$ cat src/usbep_map.svh
/*
  Register offset, bit positions, reset values and sizing constants of the
  endpoint 4 control/status block. Assumes a plain word-addressed register port.
*/
`ifndef USBEP_MAP_SVH
`define USBEP_MAP_SVH

`define EP_ADDR_W 8
`define EP_CSR_OFF 8'h00
`define EP_MAX_PACKET_SIZE_FIELD_LSB 0
`define EP_MAX_PACKET_SIZE_FIELD_MSB 3
`define EP_MAX_PACKET_SIZE_FIELD_SET 7
`define EP_OUT_ISO 8
`define EP_OUT_AUTO 9
`define EP_DIR_IN 10
`define EP_IN_ISO 11
`define EP_IN_AUTO 12
`define EP_CFG_SET 15
`define EP_OUT_RDY 16
`define EP_OUT_SDSTALL 21
`define EP_OUT_STSTALL 22
`define EP_OUT_CLTOG 23
`define EP_IN_RDY 24
`define EP_IN_NEMP 25
`define EP_IN_UNDER 26
`define EP_IN_FLUSH 27
`define EP_IN_SDSTALL 28
`define EP_IN_STSTALL 29
`define EP_IN_CLTOG 30
`define EP_CFG_RESET 5'h04
`define EP_MAX_PACKET_SIZE_FIELD_RESET 4'h0
`define EP_FIFO_BYTES 8'h40
`define EP_MAX_PACKET_SIZE_FIELD_UNIT_SH 3

`endif

$ cat src/usbep_pkg.sv
/*
  Types shared by the endpoint 4 control block and its helpers.
  Assumes the map header supplies every number.
*/
package usbep_pkg;
  typedef logic [1:0] usbep_cnt_t;
  typedef enum logic [1:0] {
    FL_IDLE = 2'b01,
    FL_WAIT = 2'b10
  } usbep_flush_e;
endpackage

$ cat src/usbep_in_if.sv
/*
  Interface between the control block and the IN packet tracker.
  Assumes both ends share i_clk.
*/
`timescale 1ns/1ps
interface usbep_in_if;
  logic push;
  logic pop;
  logic clr;
  logic big;
  usbep_pkg::usbep_cnt_t cnt;
  logic full;
  modport ctl (output push, output pop, output clr, output big, input cnt, input full);
  modport trk (input push, input pop, input clr, input big, output cnt, output full);
endinterface

$ cat src/usbep_in_track.sv
/*
  Counts packets held in the IN FIFO (0..2) and flags when it can take no more.
  Assumes push is never given while full and pop never while empty.
*/
`timescale 1ns/1ps
module usbep_in_track (
  input wire logic i_clk, // system clock
  input wire logic i_rstn, // async reset, low
  usbep_in_if.trk trk // tracker side
);
  usbep_pkg::usbep_cnt_t cnt_reg;

  // clear wins: an IN stall drops every count; a flush pops only one packet
  always_ff @(posedge i_clk or negedge i_rstn) begin
    if (!i_rstn) begin
      cnt_reg <= 2'h0;
    end else if (trk.clr) begin
      cnt_reg <= 2'h0;
    end else if (trk.push && !trk.pop) begin
      cnt_reg <= cnt_reg + 2'h1;
    end else if (trk.pop && !trk.push && cnt_reg != 2'h0) begin
      cnt_reg <= cnt_reg - 2'h1;
    end
  end

  // a packet larger than half the FIFO fills it alone
  assign trk.cnt = cnt_reg;
  assign trk.full = trk.big ? (cnt_reg != 2'h0) : (cnt_reg == 2'h2);
endmodule

$ cat src/usbep_toggle.sv
/*
  Data toggle bit of the endpoint: flips on each good non-iso transaction.
  Assumes clear and advance are one-cycle pulses on the same clock.
*/
`timescale 1ns/1ps
module usbep_toggle (
  input wire logic i_clk, // system clock
  input wire logic i_rstn, // async reset, low
  input wire logic i_clear, // force DATA0
  input wire logic i_advance, // transaction completed
  output logic o_toggle // 0 = DATA0, 1 = DATA1
);
  // clear wins so software can always resynchronise
  always_ff @(posedge i_clk or negedge i_rstn) begin
    if (!i_rstn) begin
      o_toggle <= 1'b0;
    end else if (i_clear) begin
      o_toggle <= 1'b0;
    end else if (i_advance) begin
      o_toggle <= ~o_toggle;
    end
  end
endmodule

$ cat src/usbep_ep4_csr.sv
/*
  Endpoint 4 control/status register and its handshake logic: packet size,
  direction, type, stall, toggle clear, IN packet ready, flush and underrun.
  Assumes a serial engine on the same clock that reports tokens as one-cycle
  pulses, and a FIFO data path outside that obeys the flush, drop and block
  signals driven here.
*/
`timescale 1ns/1ps
`include "usbep_map.svh"

module usbep_ep4_csr (
  input wire logic i_clk, // 10 MHz system clock
  input wire logic i_rstn, // async reset, low
  input wire logic [`EP_ADDR_W-1:0] i_addr, // register address
  input wire logic [31:0] i_wdata, // write data
  input wire logic i_wr, // write strobe
  input wire logic i_rd, // read strobe
  output logic [31:0] o_rdata, // read data, cycle after i_rd
  input wire logic i_out_tok, // OUT data packet received, pulse
  input wire logic [7:0] i_out_cnt, // bytes in that packet
  input wire logic i_out_unloaded, // software read last FIFO byte
  input wire logic i_in_tok, // IN token received, pulse
  input wire logic i_in_ack, // host acked IN data, pulse
  input wire logic i_xact_busy, // token transaction in progress
  output logic o_stall, // send STALL handshake, pulse
  output logic o_ack, // send ACK to OUT data, pulse
  output logic o_nak, // send NAK, pulse
  output logic o_in_send, // send oldest IN packet, pulse
  output logic o_in_zlp, // send zero-length packet, pulse
  output logic o_toggle, // data toggle, 0 = DATA0
  output logic o_fifo_flush, // drop oldest IN packet, pulse
  output logic o_fifo_drop, // discard packet just loaded, pulse
  output logic o_wr_block, // block software FIFO writes
  output logic o_int // interrupt pulse to processor
);
  logic [3:0] max_packet_size_field_reg;
  logic [4:0] cfg_reg;
  logic out_rdy_reg;
  logic out_sdstall_reg;
  logic out_ststall_reg;
  logic in_under_reg;
  logic in_flush_reg;
  logic in_sdstall_reg;
  logic in_ststall_reg;
  logic drop_next_reg;
  usbep_pkg::usbep_flush_e fl_state_reg;
  usbep_pkg::usbep_flush_e fl_state_next;
  logic wr_csr;
  logic rd_csr;
  logic dir_in;
  logic out_iso;
  logic in_iso;
  logic [7:0] max_packet_size_field_bytes;
  logic in_stall_ev;
  logic out_stall_ev;
  logic out_store;
  logic in_send_ev;
  logic under_ev;
  logic sw_set_rdy;
  logic flush_go;
  logic tog_clear;
  logic tog_adv;
  logic out_nak_ev;
  logic in_nak_ev;
  logic wr_block_next;
  logic [31:0] csr_word;
  usbep_in_if in_bus ();

  // decode of the single control/status word
  assign wr_csr = i_wr && (i_addr == `EP_CSR_OFF);
  assign rd_csr = i_rd && (i_addr == `EP_CSR_OFF);
  assign dir_in = cfg_reg[`EP_DIR_IN-`EP_OUT_ISO];
  assign out_iso = cfg_reg[`EP_OUT_ISO-`EP_OUT_ISO];
  assign in_iso = cfg_reg[`EP_IN_ISO-`EP_OUT_ISO];
  assign max_packet_size_field_bytes = {1'b0, max_packet_size_field_reg, 3'h0};

  // OUT token outcome; tokens of the wrong direction get no answer
  assign out_stall_ev = i_out_tok && !dir_in
    && (out_sdstall_reg || (i_out_cnt > max_packet_size_field_bytes));
  assign out_store = i_out_tok && !dir_in && !out_stall_ev && !out_rdy_reg;

  // IN token outcome
  assign in_stall_ev = i_in_tok && dir_in && in_sdstall_reg;
  assign in_send_ev = i_in_tok && dir_in && !in_sdstall_reg
    && (in_bus.cnt != 2'h0);
  assign under_ev = i_in_tok && dir_in && !in_sdstall_reg
    && (in_bus.cnt == 2'h0) && in_iso;

  // nak: non-iso OUT data while the last packet is still held, or non-iso IN with nothing held
  assign out_nak_ev = i_out_tok && !dir_in && !out_stall_ev && out_rdy_reg && !out_iso;
  assign in_nak_ev = i_in_tok && dir_in && !in_sdstall_reg
    && (in_bus.cnt == 2'h0) && !in_iso;

  // software request to mark a loaded packet ready
  assign sw_set_rdy = wr_csr && dir_in && i_wdata[`EP_IN_RDY]
    && !in_sdstall_reg && !in_bus.full;
  assign flush_go = (fl_state_reg == usbep_pkg::FL_WAIT) && !i_xact_busy;

  // toggle: cleared by the clear bit of the selected direction only, advanced on good data
  assign tog_clear = wr_csr && ((!dir_in && i_wdata[`EP_OUT_CLTOG])
    || (dir_in && i_wdata[`EP_IN_CLTOG]));
  assign tog_adv = (out_store && !out_iso) || (i_in_ack && dir_in && !in_iso);

  // packet tracker drive: an underrun swallows the next ready request
  assign in_bus.push = sw_set_rdy && !drop_next_reg;
  assign in_bus.pop = (i_in_ack && dir_in) || flush_go;
  assign in_bus.clr = in_stall_ev;
  assign in_bus.big = (max_packet_size_field_bytes > (`EP_FIFO_BYTES >> 1));

  // block from the edge at which the ready bit starts to read one, not a cycle later
  assign wr_block_next = dir_in && (in_bus.full
    || (in_bus.push && !in_bus.pop && (in_bus.big || (in_bus.cnt == 2'h1))));

  usbep_in_track u_track (
    .i_clk(i_clk),
    .i_rstn(i_rstn),
    .trk(in_bus)
  );

  usbep_toggle u_toggle (
    .i_clk(i_clk),
    .i_rstn(i_rstn),
    .i_clear(tog_clear),
    .i_advance(tog_adv),
    .o_toggle(o_toggle)
  );

  // size field only moves when the same write carries the enable
  always_ff @(posedge i_clk or negedge i_rstn) begin
    if (!i_rstn) begin
      max_packet_size_field_reg <= `EP_MAX_PACKET_SIZE_FIELD_RESET;
    end else if (wr_csr && i_wdata[`EP_MAX_PACKET_SIZE_FIELD_SET]) begin
      max_packet_size_field_reg <= i_wdata[`EP_MAX_PACKET_SIZE_FIELD_MSB:`EP_MAX_PACKET_SIZE_FIELD_LSB];
    end
  end

  // type, auto and direction bits are guarded by their own enable
  always_ff @(posedge i_clk or negedge i_rstn) begin
    if (!i_rstn) begin
      cfg_reg <= `EP_CFG_RESET;
    end else if (wr_csr && i_wdata[`EP_CFG_SET]) begin
      cfg_reg <= i_wdata[`EP_IN_AUTO:`EP_OUT_ISO];
    end
  end

  // out packet ready: hardware set wins over software or auto clear
  always_ff @(posedge i_clk or negedge i_rstn) begin
    if (!i_rstn) begin
      out_rdy_reg <= 1'b0;
    end else if (out_store) begin
      out_rdy_reg <= 1'b1;
    end else if (!dir_in && out_auto_clr()) begin
      out_rdy_reg <= 1'b0;
    end else if (wr_csr && !dir_in && !i_wdata[`EP_OUT_RDY]) begin
      out_rdy_reg <= 1'b0;
    end
  end

  function automatic logic out_auto_clr();
    out_auto_clr = cfg_reg[`EP_OUT_AUTO-`EP_OUT_ISO] && i_out_unloaded;
  endfunction

  // send-stall bits are plain read/write; kept until software clears them
  always_ff @(posedge i_clk or negedge i_rstn) begin
    if (!i_rstn) begin
      out_sdstall_reg <= 1'b0;
      in_sdstall_reg <= 1'b0;
    end else if (wr_csr) begin
      out_sdstall_reg <= i_wdata[`EP_OUT_SDSTALL];
      in_sdstall_reg <= i_wdata[`EP_IN_SDSTALL];
    end
  end

  // sent-stall flags: writing zero clears, a stall in the same cycle wins
  always_ff @(posedge i_clk or negedge i_rstn) begin
    if (!i_rstn) begin
      out_ststall_reg <= 1'b0;
    end else if (out_stall_ev) begin
      out_ststall_reg <= 1'b1;
    end else if (wr_csr && !i_wdata[`EP_OUT_STSTALL]) begin
      out_ststall_reg <= 1'b0;
    end
  end

  always_ff @(posedge i_clk or negedge i_rstn) begin
    if (!i_rstn) begin
      in_ststall_reg <= 1'b0;
    end else if (in_stall_ev) begin
      in_ststall_reg <= 1'b1;
    end else if (wr_csr && !i_wdata[`EP_IN_STSTALL]) begin
      in_ststall_reg <= 1'b0;
    end
  end

  // underrun flag, cleared by writing zero; set wins
  always_ff @(posedge i_clk or negedge i_rstn) begin
    if (!i_rstn) begin
      in_under_reg <= 1'b0;
    end else if (under_ev) begin
      in_under_reg <= 1'b1;
    end else if (wr_csr && !i_wdata[`EP_IN_UNDER]) begin
      in_under_reg <= 1'b0;
    end
  end

  // remembers that the packet after an underrun is stale
  always_ff @(posedge i_clk or negedge i_rstn) begin
    if (!i_rstn) begin
      drop_next_reg <= 1'b0;
    end else if (under_ev) begin
      drop_next_reg <= 1'b1;
    end else if (sw_set_rdy) begin
      drop_next_reg <= 1'b0;
    end
  end

  // flush sequencer: request waits out a busy transaction
  always_comb begin
    fl_state_next = fl_state_reg;
    case (fl_state_reg)
      usbep_pkg::FL_IDLE: begin
        if (wr_csr && dir_in && i_wdata[`EP_IN_FLUSH]) begin
          fl_state_next = usbep_pkg::FL_WAIT;
        end
      end
      usbep_pkg::FL_WAIT: begin
        if (!i_xact_busy) begin
          fl_state_next = usbep_pkg::FL_IDLE;
        end
      end
      default: begin
        fl_state_next = usbep_pkg::FL_IDLE;
      end
    endcase
  end

  always_ff @(posedge i_clk or negedge i_rstn) begin
    if (!i_rstn) begin
      fl_state_reg <= usbep_pkg::FL_IDLE;
    end else begin
      fl_state_reg <= fl_state_next;
    end
  end

  // the flush bit mirrors a pending flush and drops when it completes
  always_ff @(posedge i_clk or negedge i_rstn) begin
    if (!i_rstn) begin
      in_flush_reg <= 1'b0;
    end else begin
      in_flush_reg <= (fl_state_next == usbep_pkg::FL_WAIT);
    end
  end

  // handshake answers toward the serial engine, one cycle after the token
  always_ff @(posedge i_clk or negedge i_rstn) begin
    if (!i_rstn) begin
      o_stall <= 1'b0;
      o_ack <= 1'b0;
      o_nak <= 1'b0;
    end else begin
      o_stall <= out_stall_ev || in_stall_ev;
      o_ack <= out_store && !out_iso; // iso gets no ACK or NAK
      o_nak <= out_nak_ev || in_nak_ev;
    end
  end

  // IN data answers: a packet, or a zero-length one after underrun
  always_ff @(posedge i_clk or negedge i_rstn) begin
    if (!i_rstn) begin
      o_in_send <= 1'b0;
      o_in_zlp <= 1'b0;
    end else begin
      o_in_send <= in_send_ev;
      o_in_zlp <= under_ev;
    end
  end

  // FIFO steering: flush, discard after underrun, software write block
  always_ff @(posedge i_clk or negedge i_rstn) begin
    if (!i_rstn) begin
      o_fifo_flush <= 1'b0;
      o_fifo_drop <= 1'b0;
      o_wr_block <= 1'b0;
    end else begin
      o_fifo_flush <= flush_go;
      o_fifo_drop <= sw_set_rdy && drop_next_reg;
      o_wr_block <= wr_block_next;
    end
  end

  // interrupt on delivery and on flush completion; a pulse, no status of its own
  always_ff @(posedge i_clk or negedge i_rstn) begin
    if (!i_rstn) begin
      o_int <= 1'b0;
    end else begin
      o_int <= (i_in_ack && dir_in) || flush_go;
    end
  end

  // status word as software sees it; enables and toggle-clear bits always read zero
  always_comb begin
    csr_word = 32'h0000_0000;
    csr_word[`EP_MAX_PACKET_SIZE_FIELD_MSB:`EP_MAX_PACKET_SIZE_FIELD_LSB] = max_packet_size_field_reg;
    csr_word[`EP_IN_AUTO:`EP_OUT_ISO] = cfg_reg;
    csr_word[`EP_OUT_RDY] = out_rdy_reg;
    csr_word[`EP_OUT_SDSTALL] = out_sdstall_reg;
    csr_word[`EP_OUT_STSTALL] = out_ststall_reg;
    csr_word[`EP_IN_RDY] = in_bus.full;
    csr_word[`EP_IN_NEMP] = (in_bus.cnt != 2'h0);
    csr_word[`EP_IN_UNDER] = in_under_reg;
    csr_word[`EP_IN_FLUSH] = in_flush_reg;
    csr_word[`EP_IN_SDSTALL] = in_sdstall_reg;
    csr_word[`EP_IN_STSTALL] = in_ststall_reg;
  end

  // read data only in the cycle after the strobe; unmapped reads zero
  always_ff @(posedge i_clk or negedge i_rstn) begin
    if (!i_rstn) begin
      o_rdata <= 32'h0000_0000;
    end else if (rd_csr) begin
      o_rdata <= csr_word;
    end else begin
      o_rdata <= 32'h0000_0000;
    end
  end
endmodule

$ cat config.mk
export PLATFORM = sky130hd
export DESIGN_NAME = usbep_ep4_csr
export DESIGN_NICKNAME = d
export VERILOG_FILES = /design/src/usbep_pkg.sv /design/src/usbep_in_if.sv /design/src/usbep_in_track.sv /design/src/usbep_toggle.sv /design/src/usbep_ep4_csr.sv
export VERILOG_INCLUDE_DIRS = /design/src
export SDC_FILE = /design/constraint.sdc
export NUM_CORES = 1
export LEC_CHECK = 0
export ABC_CLOCK_PERIOD_IN_PS = 2400
export BUFFER_PORTS_ARGS = -buffer_cell sky130_fd_sc_hd__buf_2
export CAP_MARGIN = 20
export CORE_ASPECT_RATIO = 0.5
export CORE_MARGIN = 4
export CORE_UTILIZATION = 48
export CTS_BUF_LIST = sky130_fd_sc_hd__clkbuf_8
export DETAILED_ROUTE_END_ITERATION = 10
export GPL_ROUTABILITY_DRIVEN = 0
export PLACE_DENSITY = 0.77
export SLEW_MARGIN = 20
export SYNTH_ARGS = -nofsm -noshare
export SYNTH_HDL_FRONTEND = slang
export SYNTH_SLANG_ARGS = --single-unit
$ cat constraint.sdc
create_clock -name i_clk -period 2.4 [get_ports i_clk]
set_input_delay 0.36 -clock i_clk [delete_from_list [all_inputs] [get_ports i_clk]]
set_output_delay 0.36 -clock i_clk [all_outputs]
set_load 0.1 [all_outputs]
* After elaboration in Yosys (flattened, before gate mapping)
Cells that the tools add are included.
Widths: inputs -> output; s select.
** Cells by class
- $lt $le $gt $ge :: 2
- Bitwise logic cells :: 1
- Add/sub/neg operators :: 2
- Mux-type cells :: 21
- Eq/ne operators :: 5
- Reductions and logical operators :: 76
** Operators with widths (count)
- $logic_and 1x1->1 :: 43
- $mux 30 :: 1
- $logic_not 1->1 :: 15
- $mux 1 :: 14
- $reduce_bool 2->1 :: 6
- $mux 2 :: 5
- $gt 8x7->1 :: 1
- $logic_not 8->1 :: 1
- $logic_or 1x1->1 :: 8
- $gt 7x6->1 const B :: 1
- $eq 2x2->1 const B :: 3
- $reduce_bool 3->1 :: 2
- $eq 2x1->1 const B :: 2
- $pmux 2 s2 :: 1
- $add 2x1->2 const B :: 1
- $logic_not 2->1 :: 1
- $sub 2x1->2 const B :: 1
- $not 1->1 :: 1
** Storage, ports and cells
- Logic and storage cells :: 130
- Bits of input ports :: 57
- Bits in registers :: 63
- Output and inout bits :: 42

* Longest topological paths before layout
- Depth in word-level cells :: 13
- Mapped depth :: 7
- Depth with buffers taken out :: 7

* By module
Synthesis repeated with hierarchy kept, for this count alone.
** Second synthesis, totals
- Cell total of the unflattened synthesis :: 199
- Area, all modules :: 2287.2 µm²
** Modules (own cells, without submodules)
- usbep_ep4_csr :: times used 1, seq. area each 1153.6 µm², cells each 183, area each 2107.0 µm²
- usbep_in_track :: times used 1, seq. area each 50.0 µm², cells each 13, area each 142.6 µm²
- usbep_toggle :: times used 1, seq. area each 25.0 µm², cells each 3, area each 37.5 µm²

* Least setup slack after synthesis
Ideal clock, no wire load.
- Kind :: input to register
- Start :: input port i_out_cnt[3]
- End :: register u_toggle.o_toggle
- Data arrival time :: 2.036 ns
- Cell stages on the path :: 7
- Setup time :: 0.124 ns
- Setup slack :: 0.240 ns
- Path buffers :: 0
- Data required time :: 2.276 ns
- Cells stage by stage :: inv_1 ha_1 or4b_1 or4_4 a2111oi_4 o21a_2 nor3_2
** On the way
- Cells in the longest elaborated chain, start to end :: 9
** RTL lines
- start: declaration :: line usbep_ep4_csr.sv:20 : input wire logic [7:0] i_out_cnt,
- $gt 8x7->1 :: line usbep_ep4_csr.sv:79 : && (out_sdstall_reg || (i_out_cnt > max_packet_size_field_bytes));
- $logic_or 1x1->1 :: line usbep_ep4_csr.sv:79
- $logic_and 1x1->1 :: line usbep_ep4_csr.sv:79
- $logic_not 1->1 :: line usbep_ep4_csr.sv:80 : assign out_store = i_out_tok && !dir_in && !out_stall_ev && !out_rdy_reg;
- $logic_and 1x1->1 (2 in a row) :: line usbep_ep4_csr.sv:80
- $logic_and 1x1->1 :: line usbep_ep4_csr.sv:102 : assign tog_adv = (out_store && !out_iso) || (i_in_ack && dir_in && !in_iso);
- $logic_or 1x1->1 :: line usbep_ep4_csr.sv:102
- $reduce_bool 2->1 (no source line)
- end signal: assignment :: line usbep_toggle.sv:20 : o_toggle <= ~o_toggle;
- end: declaration :: line usbep_toggle.sv:11 : output logic o_toggle
Every way passes these cells.
A chain may end at the register's enable or synchronous reset.

* Worst setup path in the final report
- Start :: register max_packet_size_field_reg[0]
- End :: register u_toggle.o_toggle
** On the way
- Cells in the longest elaborated chain, start to end :: 9
** RTL lines
- start: declaration :: line usbep_ep4_csr.sv:36 : logic [3:0] max_packet_size_field_reg;
- start signal: assignment :: line usbep_ep4_csr.sv:131 : max_packet_size_field_reg <= `EP_MAX_PACKET_SIZE_FIELD_RESET;
- start signal: assignment :: line usbep_ep4_csr.sv:133 : max_packet_size_field_reg <= i_wdata[`EP_MAX_PACKET_SIZE_FIELD_MSB:`EP_MAX_PACKET_SIZE_FIELD_LSB];
- $gt 8x7->1 :: line usbep_ep4_csr.sv:79
- $logic_or 1x1->1 :: line usbep_ep4_csr.sv:79
- $logic_and 1x1->1 :: line usbep_ep4_csr.sv:79
- $logic_not 1->1 :: line usbep_ep4_csr.sv:80
- $logic_and 1x1->1 (2 in a row) :: line usbep_ep4_csr.sv:80
- $logic_and 1x1->1 :: line usbep_ep4_csr.sv:102
- $logic_or 1x1->1 :: line usbep_ep4_csr.sv:102
- $reduce_bool 2->1 (no source line)
Every way passes these cells.

==> impl_metrics.env <==
export IMPL_drc=0
export IMPL_finalCriticalPeriod_ps=2310
export IMPL_cts_buffers=5
export IMPL_ys_top_cells_by_area="dfrtp_1 (53%), and2_1 (5.1%), buf_4 (4.8%), mux2_2 (4.6%), ha_1 (4.5%)"
export IMPL_status="complete, no violations"
export IMPL_cts_sinks=49
export IMPL_final_instance_count_excl_fill=337
export IMPL_holdCritPathClass="primary input to async pin"
export IMPL_maxSlewHeadroom_pct=55.7
export IMPL_overflow=0
export IMPL_ir_worst_vdd_v=0.000463
export IMPL_die_area_um2=5820
export IMPL_antenna_cells=0
export IMPL_cts_tree="done"
export IMPL_row_count=17
export IMPL_hold_buffers=0
export IMPL_dr_total_vias=1720
export IMPL_fin_crit_sh_pct=96.1
export IMPL_ys_ff_latch=49
export IMPL_yosysUniqueCellTypes=38
export IMPL_postCtsSetupRepairBufs=0
export IMPL_rsz0062_at_grt="false"
export IMPL_critPathCaptureType="flop"
export IMPL_synthArstFlopShare_pct=100
export IMPL_worst_slew_pin_slew_ps=665
export IMPL_fp_coreArea_um2=4420
export IMPL_yosysSeqAreaShare_pct=55.6
export IMPL_avgSynthCellArea_um2=11.2
export IMPL_root_buffer="clkbuf_8"
export IMPL_crit_required_ps=2590
export IMPL_final_nets=344
export IMPL_antenna_found_initial=0
export IMPL_hold_viol=0
export IMPL_synth_edf_count=0
export IMPL_synth_top_cell_by_area="dfrtp_1"
export IMPL_drive_gt1_share_pct=36.4
export IMPL_drtAntennaViolNets=0
export IMPL_fin_setup_tns_ps=0
export IMPL_dp_cells=329
export IMPL_path_max_fanout=4
export IMPL_first_pass_iters=4
export IMPL_wl_per_cell_um=15.3
export IMPL_ys_warn_count=0
export IMPL_netlist_instances=197
export IMPL_timing_fmax_ghz=0.434
export IMPL_clk_latency_ps=290
export IMPL_maxSlewViolCount=0
export IMPL_clk_pin_slew_ps=90
export IMPL_reg2reg_depth=6
export IMPL_largest_register_ffs=18
export IMPL_syn2layout_area_growth_pct=24.8
export IMPL_io_buffers=73
export IMPL_synthTopCellsByCount="dfrtp_1 (47), and2_1 (18), nand2_1 (16), buf_4 (14), inv_1 (12)"
export IMPL_cts_max_level=2
export IMPL_die_w_um=104
export IMPL_synth_most_common_cell="dfrtp_1"
export IMPL_worstSetupPathType="flop to flop"
export IMPL_start_util_pct=49.9
export IMPL_drt_wl_total_um=5150
export IMPL_cts_max_path_buffers=2
export IMPL_drtIter0Drc=31
export IMPL_grt_max_degree=31
export IMPL_die_height_um=56.0
export IMPL_ctsResizeCount=0
export IMPL_grt_pass1_wl_um=8260
export IMPL_viasPerCell=5.10
export IMPL_io_pins=99
export IMPL_synthFlopType="dfrtp_1"
export IMPL_finalClockSkew_ps=2.38
export IMPL_grt_use_total_pct=17.9
export IMPL_first_global_vias=1802
export IMPL_power_density_nw_per_um2=739
export IMPL_final_setup_viol_count=0
export IMPL_worst_setup_path_start_kind="flop"
export IMPL_nFillCells=368
export IMPL_yosysTopAreaCellShare_pct=53.3
export IMPL_p_leak_nw=1.54
export IMPL_critPathArrivalTime_ps=2490
export IMPL_syn_cell_area_um2=2210
export IMPL_dp_hpwl_um=3960
export IMPL_drv_cap=0
[layer usage]
metal | track usage [%] | up-vias | wire length, um
li1 | - | 815 | -
met1 | 20.7 | 842 | 2060
met2 | 33.7 | 56 | 2760
met3 | 3.82 | 7 | 265
met4 | 5.11 | 0 | 61
met5 | 0 | - | 0
[worst paths after layout]
path / slack [ps] / endpoint / from
min in group i_clk: 260 / out_sdstall_reg$_DFFE_PN0N_ / i_wdata[21]
max in group asynchronous: 1630 / fl_state_reg[0]$_DFF_PN1_ / i_rstn
worst max register to register: 90 / u_toggle.o_toggle$_DFFE_PN0P_ / max_packet_size_field_reg[0]$_DFFE_PN0P_
worst min register to register: 470 / o_rdata[27]$_DFF_PN0_ / in_flush_reg$_DFF_PN0_
worst max-delay path: 90 / u_toggle.o_toggle$_DFFE_PN0P_ / max_packet_size_field_reg[0]$_DFFE_PN0P_
worst min-delay path: 90 / cfg_reg[4]$_DFFE_PN0P_ / i_rstn
[layout by cell type (no fill, tap or decap), types with 2 or more instances in the layout]
cell type	n
o21bai_1	2
buf_4	6
conb_1	14
mux2_2	9
nor3_1	6
clkbuf_8	5
and3_1	3
nor4_1	3
dfrtp_1	47
a211oi_1	2
and2_1	18
nand4_1	2
nand2_1	16
nor3b_1	2
bufinv_16	2
o21ai_0	11
a31oi_1	2
a21oi_1	4
dfstp_2	2
nand2b_1	3
nand3_1	5
ha_1	8
inv_1	12
nor2_1	6
nor2b_1	2
buf_2	73
[worst max-delay path, cell delays in order (launching register included)]
cell	delay [ps]
dfrtp_1	420
ha_1	280
or4b_1	430
or4_4	450
a2111oi_4	370
o21a_2	200
nor3_2	40
[cell families (layout without fill, tap and decap cells)]
group / count (synthesis) / count (layout) / synth area share (%)
simple gates: 70 / 70 / 17.5
compound gates: 30 / 30 / 9.80
buf+inv: 29 / 99 / 7.31
flops: 49 / 49 / 55.6
other cells: 1 / 14 / 0.170
mux: 10 / 10 / 5.04
fa+ha+maj: 8 / 8 / 4.53
[report_power, final]
| group | leakage [nW] | internal [W] | switching, W |
|---|---|---|---|
| clock network | 0.0681 | 0.000414 | 0.000268 |
| logic | 0.810 | 0.000112 | 0.000319 |
| registers | 0.658 | 0.000875 | 0.0000471 |
[cell type report]
cell class	instances	area [um^2]	area share, %
Inverter	12	45.0	1.63
Multi-Input combinational cell	132	867	31.5
Sequential cell	49	1230	44.6
Clock buffer	5	68.8	2.50
Tap cell	57	71.3	2.59
Timing Repair Buffer	79	410	14.9
Clock inverter	3	65.1	2.36
[stage by stage]
| stage | power (W) | area (um^2) | setup slack, ps | hold slack [ps] | util (%) |
|---|---|---|---|---|---|
| after floorplan | 0.00127 | 2260 | 240 | 64.4 | - |
| after global placement | 0.00135 | 2620 | 79.3 | 417 | 59.3 |
| after detailed placement | 0.00137 | 2620 | 38.7 | 430 | 59.3 |
| after CTS | 0.00205 | 2760 | 86.5 | 106 | 62.3 |
| after global routing | 0.00212 | 2760 | 17.5 | 131 | 62.3 |
| final | 0.00204 | 2760 | 93.6 | 87.4 | 62.3 |
Note: power is estimated with default switching activity, not from simulation.
